<file path="config.mk">
export PLATFORM = sky130hd
export DESIGN_NAME = pci_err_window_csrs
export DESIGN_NICKNAME = d
export VERILOG_FILES = /design/src/pci_err_window_csrs.v
export VERILOG_INCLUDE_DIRS = /design/src
export SDC_FILE = /design/constraint.sdc
export NUM_CORES = 1
export LEC_CHECK = 0
export BUFFER_PORTS_ARGS = -buffer_cell sky130_fd_sc_hd__buf_4
export CAP_MARGIN = 30
export CORE_MARGIN = 2
export CORE_UTILIZATION = 40
export CTS_CLUSTER_SIZE = 20
export DETAILED_ROUTE_END_ITERATION = 12
export HOLD_SLACK_MARGIN = 0.15
export PLACE_DENSITY = 0.6
export SLEW_MARGIN = 10
export SYNTH_ARGS = -nofsm -noshare
export SYNTH_HDL_FRONTEND = slang
export SYNTH_SLANG_ARGS = --single-unit
</file>
<file path="constraint.sdc">
create_clock -name clk_sys -period 19.9 [get_ports clk_sys]
set_input_delay 3.98 -clock clk_sys [delete_from_list [all_inputs] [get_ports clk_sys]]
set_output_delay 3.98 -clock clk_sys [all_outputs]
set_load 0.02 [all_outputs]
</file>
<file path="src/pci_csr_defs.vh">
`ifndef PCI_CSR_DEFS_VH
`define PCI_CSR_DEFS_VH

// Register indices; each 64-bit register is two words, low word at 2*index.
`define IDX_ERR_STATUS      4'h0
`define IDX_ERR_CAPTURE     4'h1
`define IDX_SPECIAL_CYCLE   4'h2
`define IDX_SPARSE_UPPER    4'h3
`define IDX_IO_UPPER        4'h4
`define IDX_CONFIG_TYPE     4'h5
`define IDX_DENSE_UPPER     4'h6
`define IDX_HOLE_BOUNDS     4'h7
`define IDX_WIN_A_BOUNDS    4'h8
`define IDX_WIN_A_SIZE      4'h9
`define IDX_WIN_A_XLATE     4'ha
`define IDX_WIN_B_BOUNDS    4'hb
`define IDX_WIN_B_SIZE      4'hc
`define IDX_WIN_B_XLATE     4'hd
`define IDX_ERR_CONTROL     4'he

// Error status bit positions.
`define ST_TIMEOUT_BIT      5
`define ST_NMI_BIT          6
`define ST_WIDTH            7

// Error control register fields.
`define CTL_PCI_RESET_BIT   8
`define CTL_EN_RST          7'h00

// Hole register fields.
`define HOLE_END_LSB        0
`define HOLE_FIXED_EN_BIT   13
`define HOLE_PROG_EN_BIT    14
`define HOLE_START_LSB      15

// Window bounds, size and translated base register fields.
`define WIN_END_LSB         0
`define WIN_SG_BIT          18
`define WIN_EN_BIT          19
`define WIN_START_LSB       20
`define WIN_MASK_LSB        20
`define XLATE_BASE_LSB      9

// Fixed hole, 512KB up to but not including 1MB.
`define FIXED_HOLE_LO       32'h0008_0000
`define FIXED_HOLE_HI       32'h0010_0000

// Capture register command field width in the high word.
`define CAP_CMD_WIDTH       5

`endif

</file>
<file path="src/pci_err_window_csrs.v">
// Summary of operation
// - Device timeout while PCI master sets its flag; flag raises hardware error line.
// - NMI input sets status bit 6; bit raises hardware error line.
// - Status bits clear by writing one, by reset, or by PCI reset bit.
// - Capture register holds failing address 31:0 and command 36:32.
// - Capture loads every PCI cycle start, no reset, software writes ignored.
// - Parity error freezes capture until its status bit is cleared.
// - Special cycle register high word write issues one special cycle; reads return zero.
// - Sparse memory accesses use upper address register bits 4:0 as AD 31:27.
// - I/O accesses use upper address register bits 8:0 as AD 31:23.
// - Config accesses use register bits 31:30 as AD 1:0 (cycle type).
// - Dense memory accesses use register bits 1:0 as AD 31:30.
// - Fixed hole enable bit 13 blocks claims from 512KB to 1MB.
// - Programmable hole bit 14 blocks AD 23:15 between start and end.
// - Window enable bit 19 claims AD 31:20 within start and end fields.
// - Window bit 18 selects scatter-gather, else direct mapping.
// - Window mask bits 30:20 shape direct-mapped translation; start and end fields size the window.
// - Translated base 30:9 is table base or direct system base.
// - A second identical target window exists.
// - Reserved bits of status and capture read zero, are read-only.
`timescale 1ns/10ps
`include "pci_csr_defs.vh"

module pci_err_window_csrs (
    // Clock and reset
    input  wire        clk_sys,
    input  wire        rst,
    // Avalon-MM register slave (word addressed)
    input  wire [4:0]  avs_address,
    input  wire        avs_read,
    input  wire        avs_write,
    input  wire [31:0] avs_writedata,
    input  wire [3:0]  avs_byteenable,
    output reg  [31:0] avs_readdata,
    output reg         avs_waitrequest,
    // Error event sources from the PCI interface, and the hardware error line
    input  wire [3:0]  parity_err_pulse,
    input  wire        dev_timeout_pulse,
    input  wire        nmi_in,
    input  wire        pci_cycle_start,
    input  wire [31:0] pci_cycle_addr,
    input  wire [4:0]  pci_cycle_cmd,
    output reg         hw_error_int,
    // Special cycle request towards the PCI interface
    output reg         special_cycle_req,
    output reg  [63:0] special_cycle_data,
    // Outbound upper address bits
    output reg  [4:0]  sparse_mem_upper_addr,
    output reg  [8:0]  io_space_upper_addr,
    output reg  [1:0]  config_cycle_type_addr,
    output reg  [1:0]  dense_mem_upper_addr,
    // Inbound address decode
    input  wire        in_valid,
    input  wire [31:0] in_addr,
    output reg         in_claim,
    output reg         in_window_b,
    output reg         in_scatter_gather,
    output reg  [31:0] in_sys_addr
);

    // ----------------------------------------------------------------
    // Storage
    // ----------------------------------------------------------------
    reg [`ST_WIDTH-1:0] status_r;
    reg [`ST_WIDTH-1:0] err_en_r;
    reg                 pci_reset_r;
    reg [31:0]          cap_addr_r;
    reg [4:0]           cap_cmd_r;
    reg [31:0]          scm_low_r;
    reg [8:0]           hole_end_r;
    reg [8:0]           hole_start_r;
    reg                 hole_fixed_en_r;
    reg                 hole_prog_en_r;
    reg [11:0]          win_end_r   [0:1];
    reg [11:0]          win_start_r [0:1];
    reg                 win_en_r    [0:1];
    reg                 win_sg_r    [0:1];
    reg [10:0]          win_mask_r  [0:1];
    reg [21:0]          win_tba_r   [0:1];

    reg [31:0]          rd_word;
    reg [`ST_WIDTH-1:0] status_nxt;

    wire       acc_done  = ~avs_waitrequest;
    wire       wr_now    = avs_write & acc_done;
    wire       rd_take   = avs_read & avs_waitrequest;
    wire [3:0] wr_idx    = avs_address[4:1];
    wire       wr_high   = avs_address[0];
    wire       frozen    = |status_r[3:0];
    // Window B registers sit at indices above those of window A.
    wire       rd_b      = (wr_idx > 4'ha);

    // Merges write data into an old word under the byte enables.
    function [31:0] be_merge;
        input [31:0] old_v;
        input [31:0] new_v;
        input [3:0]  be;
        integer      k;
        begin
            be_merge = old_v;
            for (k = 0; k < 4; k = k + 1) begin
                if (be[k]) begin
                    be_merge[k*8 +: 8] = new_v[k*8 +: 8];
                end
            end
        end
    endfunction

    // True when a write to the low word of register idx is being committed.
    function wr_low_hit;
        input [3:0] idx;
        begin
            wr_low_hit = wr_now & ~wr_high & (wr_idx == idx);
        end
    endfunction

    // Window hit on AD 31:20, inclusive at both ends.
    function win_hit;
        input        en;
        input [11:0] start;
        input [11:0] stop;
        input [11:0] a;
        begin
            win_hit = en & (a >= start) & (a <= stop);
        end
    endfunction

    // Direct-mapped translation: masked bits come from the translated base.
    function [31:0] direct_xlate;
        input [31:0] a;
        input [10:0] mask;
        input [21:0] tba;
        reg   [31:0] m;
        reg   [31:0] base;
        begin
            m            = {1'b0, mask, 20'h00000};
            base         = {1'b0, tba, 9'h000};
            direct_xlate = (a & ~m) | (base & m);
        end
    endfunction

    // ----------------------------------------------------------------
    // Bus handshake
    // ----------------------------------------------------------------
    // Waitrequest drops for one cycle after a request is seen, so every
    // access takes exactly two cycles and never commits twice.
    always @(posedge clk_sys or posedge rst) begin
        if (rst) begin
            avs_waitrequest <= 1'b1;
            avs_readdata    <= 32'h00000000;
        end else begin
            avs_waitrequest <= ~((avs_read | avs_write) & avs_waitrequest);
            if (rd_take) begin
                avs_readdata <= rd_word;
            end
        end
    end

    // Read decode; reserved and unmapped locations read as zero.
    always @* begin
        rd_word = 32'h00000000;
        case ({avs_address[4:1], avs_address[0]})
            {`IDX_ERR_STATUS, 1'b0}: begin
                rd_word[`ST_WIDTH-1:0] = status_r;
            end
            {`IDX_ERR_CAPTURE, 1'b0}: begin
                rd_word = cap_addr_r;
            end
            {`IDX_ERR_CAPTURE, 1'b1}: begin
                rd_word[`CAP_CMD_WIDTH-1:0] = cap_cmd_r;
            end
            {`IDX_SPARSE_UPPER, 1'b0}: begin
                rd_word[4:0] = sparse_mem_upper_addr;
            end
            {`IDX_IO_UPPER, 1'b0}: begin
                rd_word[8:0] = io_space_upper_addr;
            end
            {`IDX_CONFIG_TYPE, 1'b0}: begin
                rd_word[31:30] = config_cycle_type_addr;
            end
            {`IDX_DENSE_UPPER, 1'b0}: begin
                rd_word[1:0] = dense_mem_upper_addr;
            end
            {`IDX_HOLE_BOUNDS, 1'b0}: begin
                rd_word[`HOLE_END_LSB +: 9]    = hole_end_r;
                rd_word[`HOLE_FIXED_EN_BIT]    = hole_fixed_en_r;
                rd_word[`HOLE_PROG_EN_BIT]     = hole_prog_en_r;
                rd_word[`HOLE_START_LSB +: 9]  = hole_start_r;
            end
            {`IDX_WIN_A_BOUNDS, 1'b0}, {`IDX_WIN_B_BOUNDS, 1'b0}: begin
                rd_word[`WIN_END_LSB +: 12]   = win_end_r[rd_b];
                rd_word[`WIN_SG_BIT]          = win_sg_r[rd_b];
                rd_word[`WIN_EN_BIT]          = win_en_r[rd_b];
                rd_word[`WIN_START_LSB +: 12] = win_start_r[rd_b];
            end
            {`IDX_WIN_A_SIZE, 1'b0}, {`IDX_WIN_B_SIZE, 1'b0}: begin
                rd_word[`WIN_MASK_LSB +: 11] = win_mask_r[rd_b];
            end
            {`IDX_WIN_A_XLATE, 1'b0}, {`IDX_WIN_B_XLATE, 1'b0}: begin
                rd_word[`XLATE_BASE_LSB +: 22] = win_tba_r[rd_b];
            end
            {`IDX_ERR_CONTROL, 1'b0}: begin
                rd_word[`ST_WIDTH-1:0]      = err_en_r;
                rd_word[`CTL_PCI_RESET_BIT] = pci_reset_r;
            end
            default: begin
                rd_word = 32'h00000000;
            end
        endcase
    end

    // ----------------------------------------------------------------
    // Error status and hardware error line
    // ----------------------------------------------------------------
    // A new event wins over a write-one-to-clear in the same cycle, so no
    // event is lost; the PCI reset bit clears unconditionally.
    always @* begin
        status_nxt = status_r;
        if (wr_low_hit(`IDX_ERR_STATUS)) begin
            status_nxt = status_r & ~avs_writedata[`ST_WIDTH-1:0];
        end
        status_nxt = status_nxt
                   | ({3'b000, parity_err_pulse} & err_en_r);
        if (dev_timeout_pulse & err_en_r[`ST_TIMEOUT_BIT]) begin
            status_nxt[`ST_TIMEOUT_BIT] = 1'b1;
        end
        if (nmi_in & err_en_r[`ST_NMI_BIT]) begin
            status_nxt[`ST_NMI_BIT] = 1'b1;
        end
        if (pci_reset_r) begin
            status_nxt = {`ST_WIDTH{1'b0}};
        end
    end

    always @(posedge clk_sys or posedge rst) begin
        if (rst) begin
            status_r     <= {`ST_WIDTH{1'b0}};
            hw_error_int <= 1'b0;
        end else begin
            status_r     <= status_nxt;
            hw_error_int <= |status_nxt;
        end
    end

    // ----------------------------------------------------------------
    // Error capture
    // ----------------------------------------------------------------
    // No reset on purpose: after a crash the failing cycle must survive
    // any reset so software can still read it.
    always @(posedge clk_sys) begin
        if (pci_cycle_start & ~frozen) begin
            cap_addr_r <= pci_cycle_addr;
            cap_cmd_r  <= pci_cycle_cmd;
        end
    end

    // ----------------------------------------------------------------
    // Special cycle
    // ----------------------------------------------------------------
    // The low word is staged; writing the high word launches one cycle
    // with the full 64-bit message.
    always @(posedge clk_sys or posedge rst) begin
        if (rst) begin
            scm_low_r          <= 32'h00000000;
            special_cycle_req  <= 1'b0;
            special_cycle_data <= 64'h0000000000000000;
        end else begin
            special_cycle_req <= 1'b0;
            if (wr_low_hit(`IDX_SPECIAL_CYCLE)) begin
                scm_low_r <= avs_writedata;
            end
            if (wr_now & wr_high & (wr_idx == `IDX_SPECIAL_CYCLE)) begin
                special_cycle_req  <= 1'b1;
                special_cycle_data <= {avs_writedata, scm_low_r};
            end
        end
    end

    // ----------------------------------------------------------------
    // Read/write configuration registers
    // ----------------------------------------------------------------
    // Only the documented field bits are stored; reserved bits read zero.
    wire [31:0] io_merged = be_merge({23'h0, io_space_upper_addr}, avs_writedata, avs_byteenable);
    always @(posedge clk_sys or posedge rst) begin
        if (rst) begin
            sparse_mem_upper_addr  <= 5'h00;
            io_space_upper_addr    <= 9'h000;
            config_cycle_type_addr <= 2'h0;
            dense_mem_upper_addr   <= 2'h0;
            hole_end_r             <= 9'h000;
            hole_start_r           <= 9'h000;
            hole_fixed_en_r        <= 1'b0;
            hole_prog_en_r         <= 1'b0;
            err_en_r               <= `CTL_EN_RST;
            pci_reset_r            <= 1'b0;
        end else begin
            if (wr_low_hit(`IDX_SPARSE_UPPER) & avs_byteenable[0]) begin
                sparse_mem_upper_addr <= avs_writedata[4:0];
            end
            if (wr_low_hit(`IDX_IO_UPPER)) begin
                io_space_upper_addr <= io_merged[8:0];
            end
            if (wr_low_hit(`IDX_CONFIG_TYPE) & avs_byteenable[3]) begin
                config_cycle_type_addr <= avs_writedata[31:30];
            end
            if (wr_low_hit(`IDX_DENSE_UPPER) & avs_byteenable[0]) begin
                dense_mem_upper_addr <= avs_writedata[1:0];
            end
            if (wr_low_hit(`IDX_HOLE_BOUNDS)) begin
                hole_end_r      <= avs_writedata[`HOLE_END_LSB +: 9];
                hole_fixed_en_r <= avs_writedata[`HOLE_FIXED_EN_BIT];
                hole_prog_en_r  <= avs_writedata[`HOLE_PROG_EN_BIT];
                hole_start_r    <= avs_writedata[`HOLE_START_LSB +: 9];
            end
            if (wr_low_hit(`IDX_ERR_CONTROL)) begin
                err_en_r    <= avs_writedata[`ST_WIDTH-1:0];
                pci_reset_r <= avs_writedata[`CTL_PCI_RESET_BIT];
            end
        end
    end

    // Two identical target windows, one generate pass each.
    genvar w;
    generate
        for (w = 0; w < 2; w = w + 1) begin : g_win
            wire [3:0] base_idx = (w == 0) ? `IDX_WIN_A_BOUNDS : `IDX_WIN_B_BOUNDS;
            always @(posedge clk_sys or posedge rst) begin
                if (rst) begin
                    win_end_r[w]   <= 12'h000;
                    win_start_r[w] <= 12'h000;
                    win_en_r[w]    <= 1'b0;
                    win_sg_r[w]    <= 1'b0;
                    win_mask_r[w]  <= 11'h000;
                    win_tba_r[w]   <= 22'h000000;
                end else begin
                    if (wr_low_hit(base_idx)) begin
                        win_end_r[w]   <= avs_writedata[`WIN_END_LSB +: 12];
                        win_sg_r[w]    <= avs_writedata[`WIN_SG_BIT];
                        win_en_r[w]    <= avs_writedata[`WIN_EN_BIT];
                        win_start_r[w] <= avs_writedata[`WIN_START_LSB +: 12];
                    end
                    if (wr_low_hit(base_idx + 4'h1)) begin
                        win_mask_r[w] <= avs_writedata[`WIN_MASK_LSB +: 11];
                    end
                    if (wr_low_hit(base_idx + 4'h2)) begin
                        win_tba_r[w] <= avs_writedata[`XLATE_BASE_LSB +: 22];
                    end
                end
            end
        end
    endgenerate

    // ----------------------------------------------------------------
    // Inbound decode
    // ----------------------------------------------------------------
    // Holes override windows; window A wins where both windows overlap.
    wire hit_a     = win_hit(win_en_r[0], win_start_r[0], win_end_r[0], in_addr[31:20]);
    wire hit_b     = win_hit(win_en_r[1], win_start_r[1], win_end_r[1], in_addr[31:20]);
    wire fixed_h   = hole_fixed_en_r & (in_addr >= `FIXED_HOLE_LO)
                   & (in_addr < `FIXED_HOLE_HI);
    wire prog_h    = hole_prog_en_r & (in_addr[23:15] >= hole_start_r)
                   & (in_addr[23:15] <= hole_end_r);
    wire use_b     = ~hit_a & hit_b;
    wire sel_sg    = use_b ? win_sg_r[1] : win_sg_r[0];
    wire [10:0] sel_mask = use_b ? win_mask_r[1] : win_mask_r[0];
    wire [21:0] sel_tba  = use_b ? win_tba_r[1] : win_tba_r[0];

    always @(posedge clk_sys or posedge rst) begin
        if (rst) begin
            in_claim          <= 1'b0;
            in_window_b       <= 1'b0;
            in_scatter_gather <= 1'b0;
            in_sys_addr       <= 32'h00000000;
        end else begin
            in_claim          <= in_valid & (hit_a | hit_b) & ~fixed_h & ~prog_h;
            in_window_b       <= use_b;
            in_scatter_gather <= sel_sg;
            if (sel_sg) begin
                in_sys_addr <= {1'b0, sel_tba, 9'h000};
            end else begin
                in_sys_addr <= direct_xlate(in_addr, sel_mask, sel_tba);
            end
        end
    end

endmodule

</file>
After elaboration in Yosys (flattened, before gate mapping)
Index checks and enable logic that the tools add are counted.
- $lt $le $gt $ge: 10
- bitwise gates (word level): 56
- muxes and demuxes: 40
- eq/ne operators: 27
- reductions and logical operators: 9
- operators by type and width (kind ; count):
    two-way mux 22 bit ; 4
    two-way mux 12 bit ; 6
    two-way mux 11 bit ; 4
    AND 1 bit ; 38
    == test 5 bit, second input constant ; 7
    AND 32 bit ; 1
    greater-or-equal comparator 32 x 20 -> 1 bit, second input constant ; 1
    less-than comparator 32 x 21 -> 1 bit, second input constant ; 1
    two-way mux 32 bit ; 1
    NOT 31 -> 32 bit ; 1
    bitwise OR 32 x 31 -> 32 bit ; 1
    AND 31 bit ; 1
    == test 4 bit, second input constant ; 7
    greater-or-equal comparator 12 bit ; 2
    <= comparator 12 bit ; 2
    one-hot mux 3 bit (8 select lines) ; 1
    one-hot mux 6 bit (4 select lines) ; 1
    == test 5 x 4 -> 1 bit, second input constant ; 4
    one-hot mux 4 bit (5 select lines) ; 1
    one-hot mux 2 bit (9 select lines) ; 1
    == test 4 x 3 -> 1 bit, second input constant ; 4
    one-hot mux 5 bit (3 select lines) ; 1
    two-way mux 7 bit ; 2
    one-hot mux 2 bit (6 select lines) ; 1
    27 further kinds ; 49
- input port bits: 122
- flip-flop bits (word level): 374

Logic depth before layout (Yosys ltp)
Gate-level depths: netlist of the first run.
- depth in word-level cells: 10
- gate-level depth with buffers: 11
- gate-level depth less buffers: 9

Worst setup path before layout of the first run
OpenSTA, ideal clock, no wires.
- path type: input to register
- from: input in_addr[20]
- to: register in_sys_addr[11]
- required time: 19.774 ns
- setup time: 0.126 ns
- path buffers: 1
- cell stages on the path: 10
- data arrival time: 5.989 ns
- setup slack: 13.785 ns
- path through: inv_1 ha_1 nor2b_1 o21ai_0 a41oi_1 a221oi_1 o311ai_0 a21oi_1 clkbuf_1 o311a_1
- longest elaborated chain between the ends: 9
- ends and longest elaborated chain (element ; RTL line ; RTL):
    start, declared ; pci_err_window_csrs.v:54 ; input wire [31:0] in_addr,
    greater-or-equal comparator 12 bit ; pci_err_window_csrs.v:124 ; win_hit = en & (a >= start) & (a <= stop);
    AND 1 bit (2 in a row) ; pci_err_window_csrs.v:124 ;
    NOT 1 bit ; pci_err_window_csrs.v:363 ; wire use_b = ~hit_a & hit_b;
    AND 1 bit (*) ; pci_err_window_csrs.v:363 ;
    two-way mux 22 bit ; pci_err_window_csrs.v:366 ; wire [21:0] sel_tba = use_b ? win_tba_r[1] : win_tba_r[0];
    AND 31 bit ; pci_err_window_csrs.v:138 ; direct_xlate = (a & ~m) | (base & m);
    bitwise OR 32 x 31 -> 32 bit ; pci_err_window_csrs.v:138 ;
    two-way mux 32 bit (*) ; pci_err_window_csrs.v:378 ; if (sel_sg) begin
    end signal, assigned ; pci_err_window_csrs.v:379 ; in_sys_addr <= {1'b0, sel_tba, 9'h000};
    end signal, assigned ; pci_err_window_csrs.v:381 ; in_sys_addr <= direct_xlate(in_addr, sel_mask, sel_tba);
    end, declared ; pci_err_window_csrs.v:58 ; output reg [31:0] in_sys_addr
Mark *: on every way between the ends. The rest lies on a longest branch, timed or not.
A chain may end at the register's enable or synchronous reset.

Final worst setup path of the first run
- from: input in_addr[20]
- to: register in_sys_addr[18]
The elaborated chain is that of the path after synthesis.

==> results_dict.tcl, run 1 <==
set metrics [dict create \
    worst_slack_ps 13460 \
    slew_viol_final 0 \
    ys_warn_count 0 \
    grt_pass1_wl_mm 79.93 \
    synth-seq-cells 374 \
    cts_buffer_depth 3 \
    cellPowerDensity_nw_per_um2 101.5 \
    start_kind "input pin" \
    drc 0 \
    vdd_drop_max_mv 0.06129 \
    track_usage_pct 23.92 \
    grt_pass1_vias 13220 \
    clock_sinks 374 \
    cts_root_buffer "clkbuf_16" \
    cp-end-kind "flop" \
    max-slew-margin-rel_pct 37.01 \
    yosysSeqAreaShare_pct 55.58 \
    synth_area_um2 17170 \
    wl_mm 52.99 \
    clk_pin_slew_ps 50 \
    drt-met1-wl_mm 22.27 \
    setup_violations 0 \
    critPathCapture "in_sys_addr[18]$_DFF_PP0_" \
    antenna_found_initial 0 \
    path_class "in2reg" \
    rsz0062_at_grt "false" \
    synthCells 1482 \
    syn_nets 1670 \
    fillers 3787 \
    cp.depth 11 \
    yosysTopAreaCell "dfrtp_1" \
    dp_hpwl_mm 36.26 \
    cts_setup_buffers 0 \
    regArea_um2 9545 \
    gp_congestion 0.8844 \
    path_delay_family "compound AO/OA/AOI/OAI gates" \
    ant_nets 0 \
    route.met2.wl_mm 25.21 \
    drt_pre_antenna_iters 7 \
    drtIter0Drc 1098 \
    die_area_um2 44610 \
    yosys.cell_types.count 64 \
    crit_buf_inv 3 \
    reg2reg_to "in_sys_addr[18]$_DFF_PP0_" \
    async_reset_ff_share_pct 90.11 \
    worst_pin_slew_ps 942.0 \
    crit_chain "buf_4 -> inv_1 -> ha_1 -> nor2b_1 -> o21ai_0 -> a41oi_1 -> a221oi_1 -> o311a_1 -> nor3_2 -> buf_4 -> o311a_1" \
    cts_hold_buffers 0 \
    cts_tree "built" \
    final_cells 2302 \
    wire_per_inst_um 23.02 \
    cts_buffers 43 \
    cap_violations 0 \
    core_um2 42130 \
    drive_gt1_share_pct 32.22 \
    worstPathMaxFanout 17 \
    port_buffers 272 \
    vias 12960 \
    arrival_ps 6880 \
    synth.most_common_cell "dfrtp_1" \
    multi_input_area_um2 7041 \
    reg2reg_depth 10 \
    wl_met3_mm 4.030 \
    rrSetupSlack_ps 16750 \
    synth_area_leaders "dfrtp_1 49%, mux2_2 12%, edfxtp_1 6.5%" \
    rows 75 \
    grt_max_degree 148 \
    avgSynthCellArea_um2 11.59 \
    cp_data_required_time_ps 20340 \
    period_needed_ps 6437 \
    synth_top_flop_cell "dfrtp_1" \
    min_from "avs_readdata[18]$_DFFE_PP0P_" \
    initial_utilization_pct 40.76 \
    p_leak_nw 10.08 \
    die_h_um 211.2 \
    whs_ps 481.4 \
    htree_levels 2 \
    layout.nets 1921 \
    synth-edff-count 37 \
    synth_top_area_share_pct 48.96 \
    cts_resized 0 \
    finalHoldViolCount 0 \
    highest_layer "met4" \
    clock_latency_ps 560 \
    slowest_delay_ps 640 \
    status "finished clean" \
    pre_cts_ws_ps 12860 \
    finClkSkew_ps 8.354 \
    hp-class "reg2reg" \
    tns_ps 0 \
    max_freq_mhz 155.4 \
    io_pins 274 \
    antenna_cells 0 \
    grt_overflow_total 0 \
    post_drt_via_cell_ratio 5.631 \
    startpoint "in_addr[20]" \
    crit_path_top_delay_cell "o311a_1" \
    synth_common_cells "336 x dfrtp_1, 187 x mux2_2, 148 x o21ai_0, 135 x nand2_1, 77 x clkbuf_1" \
    rr_startpoint "win_start_r[14]$_DFFE_PP0P_" \
    area_delta_synth_final_pct 23.05 \
    period_share_pct 32.35 \
    dpl.cell_count 2226 \
    die_width_um 211.2 \
]
==> kinds of logic after synthesis <==
family | share of synthesized area (%)
flip-flops | 55.58
AO/OA/AOI/OAI | 12.25
AND/OR/NAND/NOR | 8.933
multiplexers | 14.61
buffers and inverters | 3.767
adder cells (fa/ha/maj) | 4.809
XOR/XNOR | 0.05101
==> power breakdown <==
group          total, mW  internal [mW]  switching [mW]
registers          0.966          0.895          0.0704
logic              0.442          0.190           0.252
clock network      0.737          0.424           0.313
total               2.15           1.51           0.636
==> sequential cells by signal (all words and copies together), names as in the netlist, 24 cells and up <==
name,cells
avs_readdata,32
cap_addr_r,32
in_sys_addr,32
scm_low_r,32
special_cycle_data,64
win_end_r,24
win_start_r,24
win_tba_r,44
==> metal layers <==
layer / vias to the layer above / global-route usage (%)
li1: 5857 / -
met3: 100 / 6.200
met4: 0 / 7.819
met2: 460 / 38.32
met1: 6546 / 31.70
met5: - / 0
==> final cells by class <==
type / instances / share of cell area [%]
inverters: 73 / 1.332
repair buffers: 298 / 10.92
clock inverters: 10 / 0.2546
clock buffers: 65 / 5.814
multi-input cells: 943 / 33.32
well taps: 539 / 3.191
flip-flops and latches: 374 / 45.17
==> placed cells by master, fill, tap and decap left out, types with 3 or more instances in the layout <==
cell type	count
a211o_1	12
a211oi_1	9
a21o_1	14
a21oi_1	39
a221oi_1	16
a222oi_1	14
a22oi_1	8
a31oi_1	10
a41oi_1	4
and3_1	3
buf_4	292
clkbuf_1	15
clkbuf_16	43
clkbuf_8	7
clkinv_2	9
dfrtp_1	336
edfxtp_1	37
ha_1	66
inv_1	72
mux2_2	187
mux2i_1	38
nand2_1	135
nand2b_1	7
nand3_1	10
nand3b_1	3
nand4_1	15
nor2_1	60
nor2b_1	10
nor3_1	12
nor3b_1	10
nor4_1	3
o211ai_1	8
o21ai_0	148
o221ai_1	9
o22ai_1	10
o311a_1	12
or3_1	19
or4_1	14
==> worst min path at each step <==
stage	end	slack [ps]	cells after the start
6_report	avs_readdata[18]$_DFFE_PP0P_	480	2
5_1_grt	special_cycle_data[9]$_DFFE_PP0P_	510	1
4_1_cts	avs_readdata[30]$_DFFE_PP0P_	490	2
3_5_place_dp	avs_readdata[30]$_DFFE_PP0P_	470	2
3_3_place_gp	avs_readdata[27]$_DFFE_PP0P_	470	2
2_1_floorplan	scm_low_r[0]$_DFFE_PP0P_	440	2
==> through the flow <==
stage	util [%]	power [mW]	area, um^2
floorplan	-	1.226	17170
global route	50.15	2.252	21130
finish	50.15	2.145	21130
detailed placement	47.04	1.422	19820
global placement	46.88	1.407	19750
CTS	50.09	2.167	21100
==> worst reg2reg max path, cell delays in order, from the launching register on <==
cell	delay, ps
dfrtp_1	350
inv_1	60
ha_1	290
nand2_1	50
o21ai_0	210
a41oi_1	150
a221oi_1	540
o311a_1	640
nor3_2	190
buf_4	250
o311a_1	320
Power figures use the tool's default switching activity.
==> run 2: changes to the inputs <==
- clock period: 19.9 -> 6 ns (I/O delays scaled with it)
==> results_dict.tcl, run 2 (synthesized netlist as in run 1, its figures left out) <==
set metrics [dict create \
    cts_resized 0 \
    reg.largest.list "special_cycle_data x64, win_tba_r x44" \
    status "finished clean" \
    wire_per_inst_um 22.81 \
    drt_pre_antenna_iters 6 \
    rows 75 \
    path_class "in2reg" \
    worst_pin_slew_ps 1000 \
    die_h_um 211.2 \
    grt_pass1_wl_mm 80.26 \
    largest_register_ffs 64 \
    period_share_pct 58.89 \
    cts_buffers 43 \
    dpl.cell_count 2229 \
    max_freq_mhz 283.0 \
    area_delta_synth_final_pct 23.66 \
    htree_levels 2 \
    final_cell_mix "336 x dfrtp_1, 295 x buf_4, 187 x mux2_2" \
    grt_busiest_layer "met2" \
    vias 12940 \
    slew_viol_final 0 \
    wl_mm 52.66 \
    cp-end-kind "flop" \
    core_um2 42130 \
    drive_gt1_share_pct 32.32 \
    gp_congestion 0.8958 \
    ant_nets 0 \
    cts_tree "built" \
    die_area_um2 44610 \
    arrival_ps 3990 \
    hp-class "reg2reg" \
    p_leak_nw 10.12 \
    grt_pass1_vias 13240 \
    slowest_delay_ps 640 \
    max-slew-margin-rel_pct 33.13 \
    layout.nets 1923 \
    min_from "avs_readdata[28]$_DFFE_PP0P_" \
    setup_violations 0 \
    clock_sinks 374 \
    vdd_drop_max_mv 0.2902 \
    drc 0 \
    cts_setup_buffers 0 \
    track_usage_pct 23.93 \
    clk_pin_slew_ps 60 \
    antenna_cells 0 \
    die_width_um 211.2 \
    pre_cts_ws_ps 1894 \
    initial_utilization_pct 40.76 \
    cts_hold_buffers 0 \
    reg2reg_depth 10 \
    cts_buffer_depth 3 \
    cap_violations 0 \
    p_total_mw 7.276 \
    clock_latency_ps 580 \
    worst_slack_ps 2466 \
    antenna_found_initial 1 \
    dp_hpwl_mm 36.74 \
    rrSetupSlack_ps 2970 \
    grtUsageMet2_pct 38.50 \
    port_buffers 272 \
    post_drt_via_cell_ratio 5.603 \
    grtUsageMet3_pct 4.639 \
    cts_root_buffer "clkbuf_16" \
    crit_chain "buf_4 -> inv_1 -> ha_1 -> nor2b_1 -> o21ai_0 -> a41oi_1 -> a221oi_1 -> o311a_1 -> nor3_2 -> buf_4 -> o311a_1" \
    tns_ps 0 \
    path_delay_family "compound AO/OA/AOI/OAI gates" \
    min_to "avs_readdata[28]$_DFFE_PP0P_" \
    layout_commonest_cell "dfrtp_1" \
    placed_area_um2 19840 \
    grt_max_degree 119 \
    io_pins 274 \
    crit_path_top_delay_cell "o311a_1" \
    reg2reg_to "in_sys_addr[16]$_DFF_PP0_" \
    grt_overflow_total 0 \
    rr_startpoint "win_start_r[14]$_DFFE_PP0P_" \
    finalHoldViolCount 0 \
    fin_area_um2 21240 \
    top_register "special_cycle_data" \
    min_path_cells 2 \
    cp_data_required_time_ps 6450 \
    drtIter0Drc 1126 \
    period_needed_ps 3534 \
    cellPowerDensity_nw_per_um2 342.6 \
    rsz0062_at_grt "false" \
    final_cells 2309 \
    crit_buf_inv 3 \
    worstPathMaxFanout 22 \
    start_kind "input pin" \
    finClkSkew_ps 16.05 \
    fillers 3760 \
    use_met1_pct 32.22 \
]
==> run 2: worst max path at each step <==
| stage | startpoint | end | slack [ps] | depth (start not counted) |
|---|---|---|---|---|
| global placement | in_addr[20] | in_sys_addr[16]$_DFF_PP0_ | 1690 | 11 |
| detailed placement | in_addr[20] | in_sys_addr[16]$_DFF_PP0_ | 1890 | 11 |
| finish | in_addr[20] | in_sys_addr[16]$_DFF_PP0_ | 2470 | 11 |
| CTS | in_addr[20] | in_sys_addr[16]$_DFF_PP0_ | 2500 | 11 |
| global route | in_addr[20] | in_sys_addr[16]$_DFF_PP0_ | 2270 | 11 |
| floorplan | rst | avs_readdata[0]$_DFFE_PP0P_ | 300 | 1 |
==> run 2: layout make-up <==
cell class / count / area [um^2] / share of cell area [%]
clock buffers: 70 / 1279 / 6.021
clock inverters: 10 / 117.6 / 0.5538
inverters: 73 / 277.8 / 1.308
multi-input cells: 943 / 7041 / 33.15
flip-flops and latches: 374 / 9545 / 44.95
well taps: 539 / 674.4 / 3.176
repair buffers: 300 / 2302 / 10.84
==> run 2: metal layers <==
layer / up-vias / share of wire [%]
li1: 5878 / -
met1: 6516 / 43
met2: 438 / 47
met3: 103 / 6.7
met4: 2 / 3.0
met5: - / 0.028
==> run 2: per-stage QoR <==
| step | utilization, % | hold WS (ps) |
|---|---|---|
| 6_report | 50.40 | 483.7 |
| 5_1_grt | 50.40 | 511.3 |
| 4_1_cts | 50.40 | 488.1 |
| 3_5_place_dp | 47.09 | 473.9 |
| 3_3_place_gp | 46.96 | 466.7 |
| 2_1_floorplan | - | 444.4 |
==> run 2: worst min-delay path, stage by stage (launching register included) <==
cell     delay, ps
dfrtp_1        340
nand2_1         50
o21ai_0         60
==> run 2: power by group <==
| group | internal [mW] | switching (mW) |
|---|---|---|
| clock network | 1.55 | 1.06 |
| logic | 0.630 | 0.834 |
| registers | 2.97 | 0.237 |
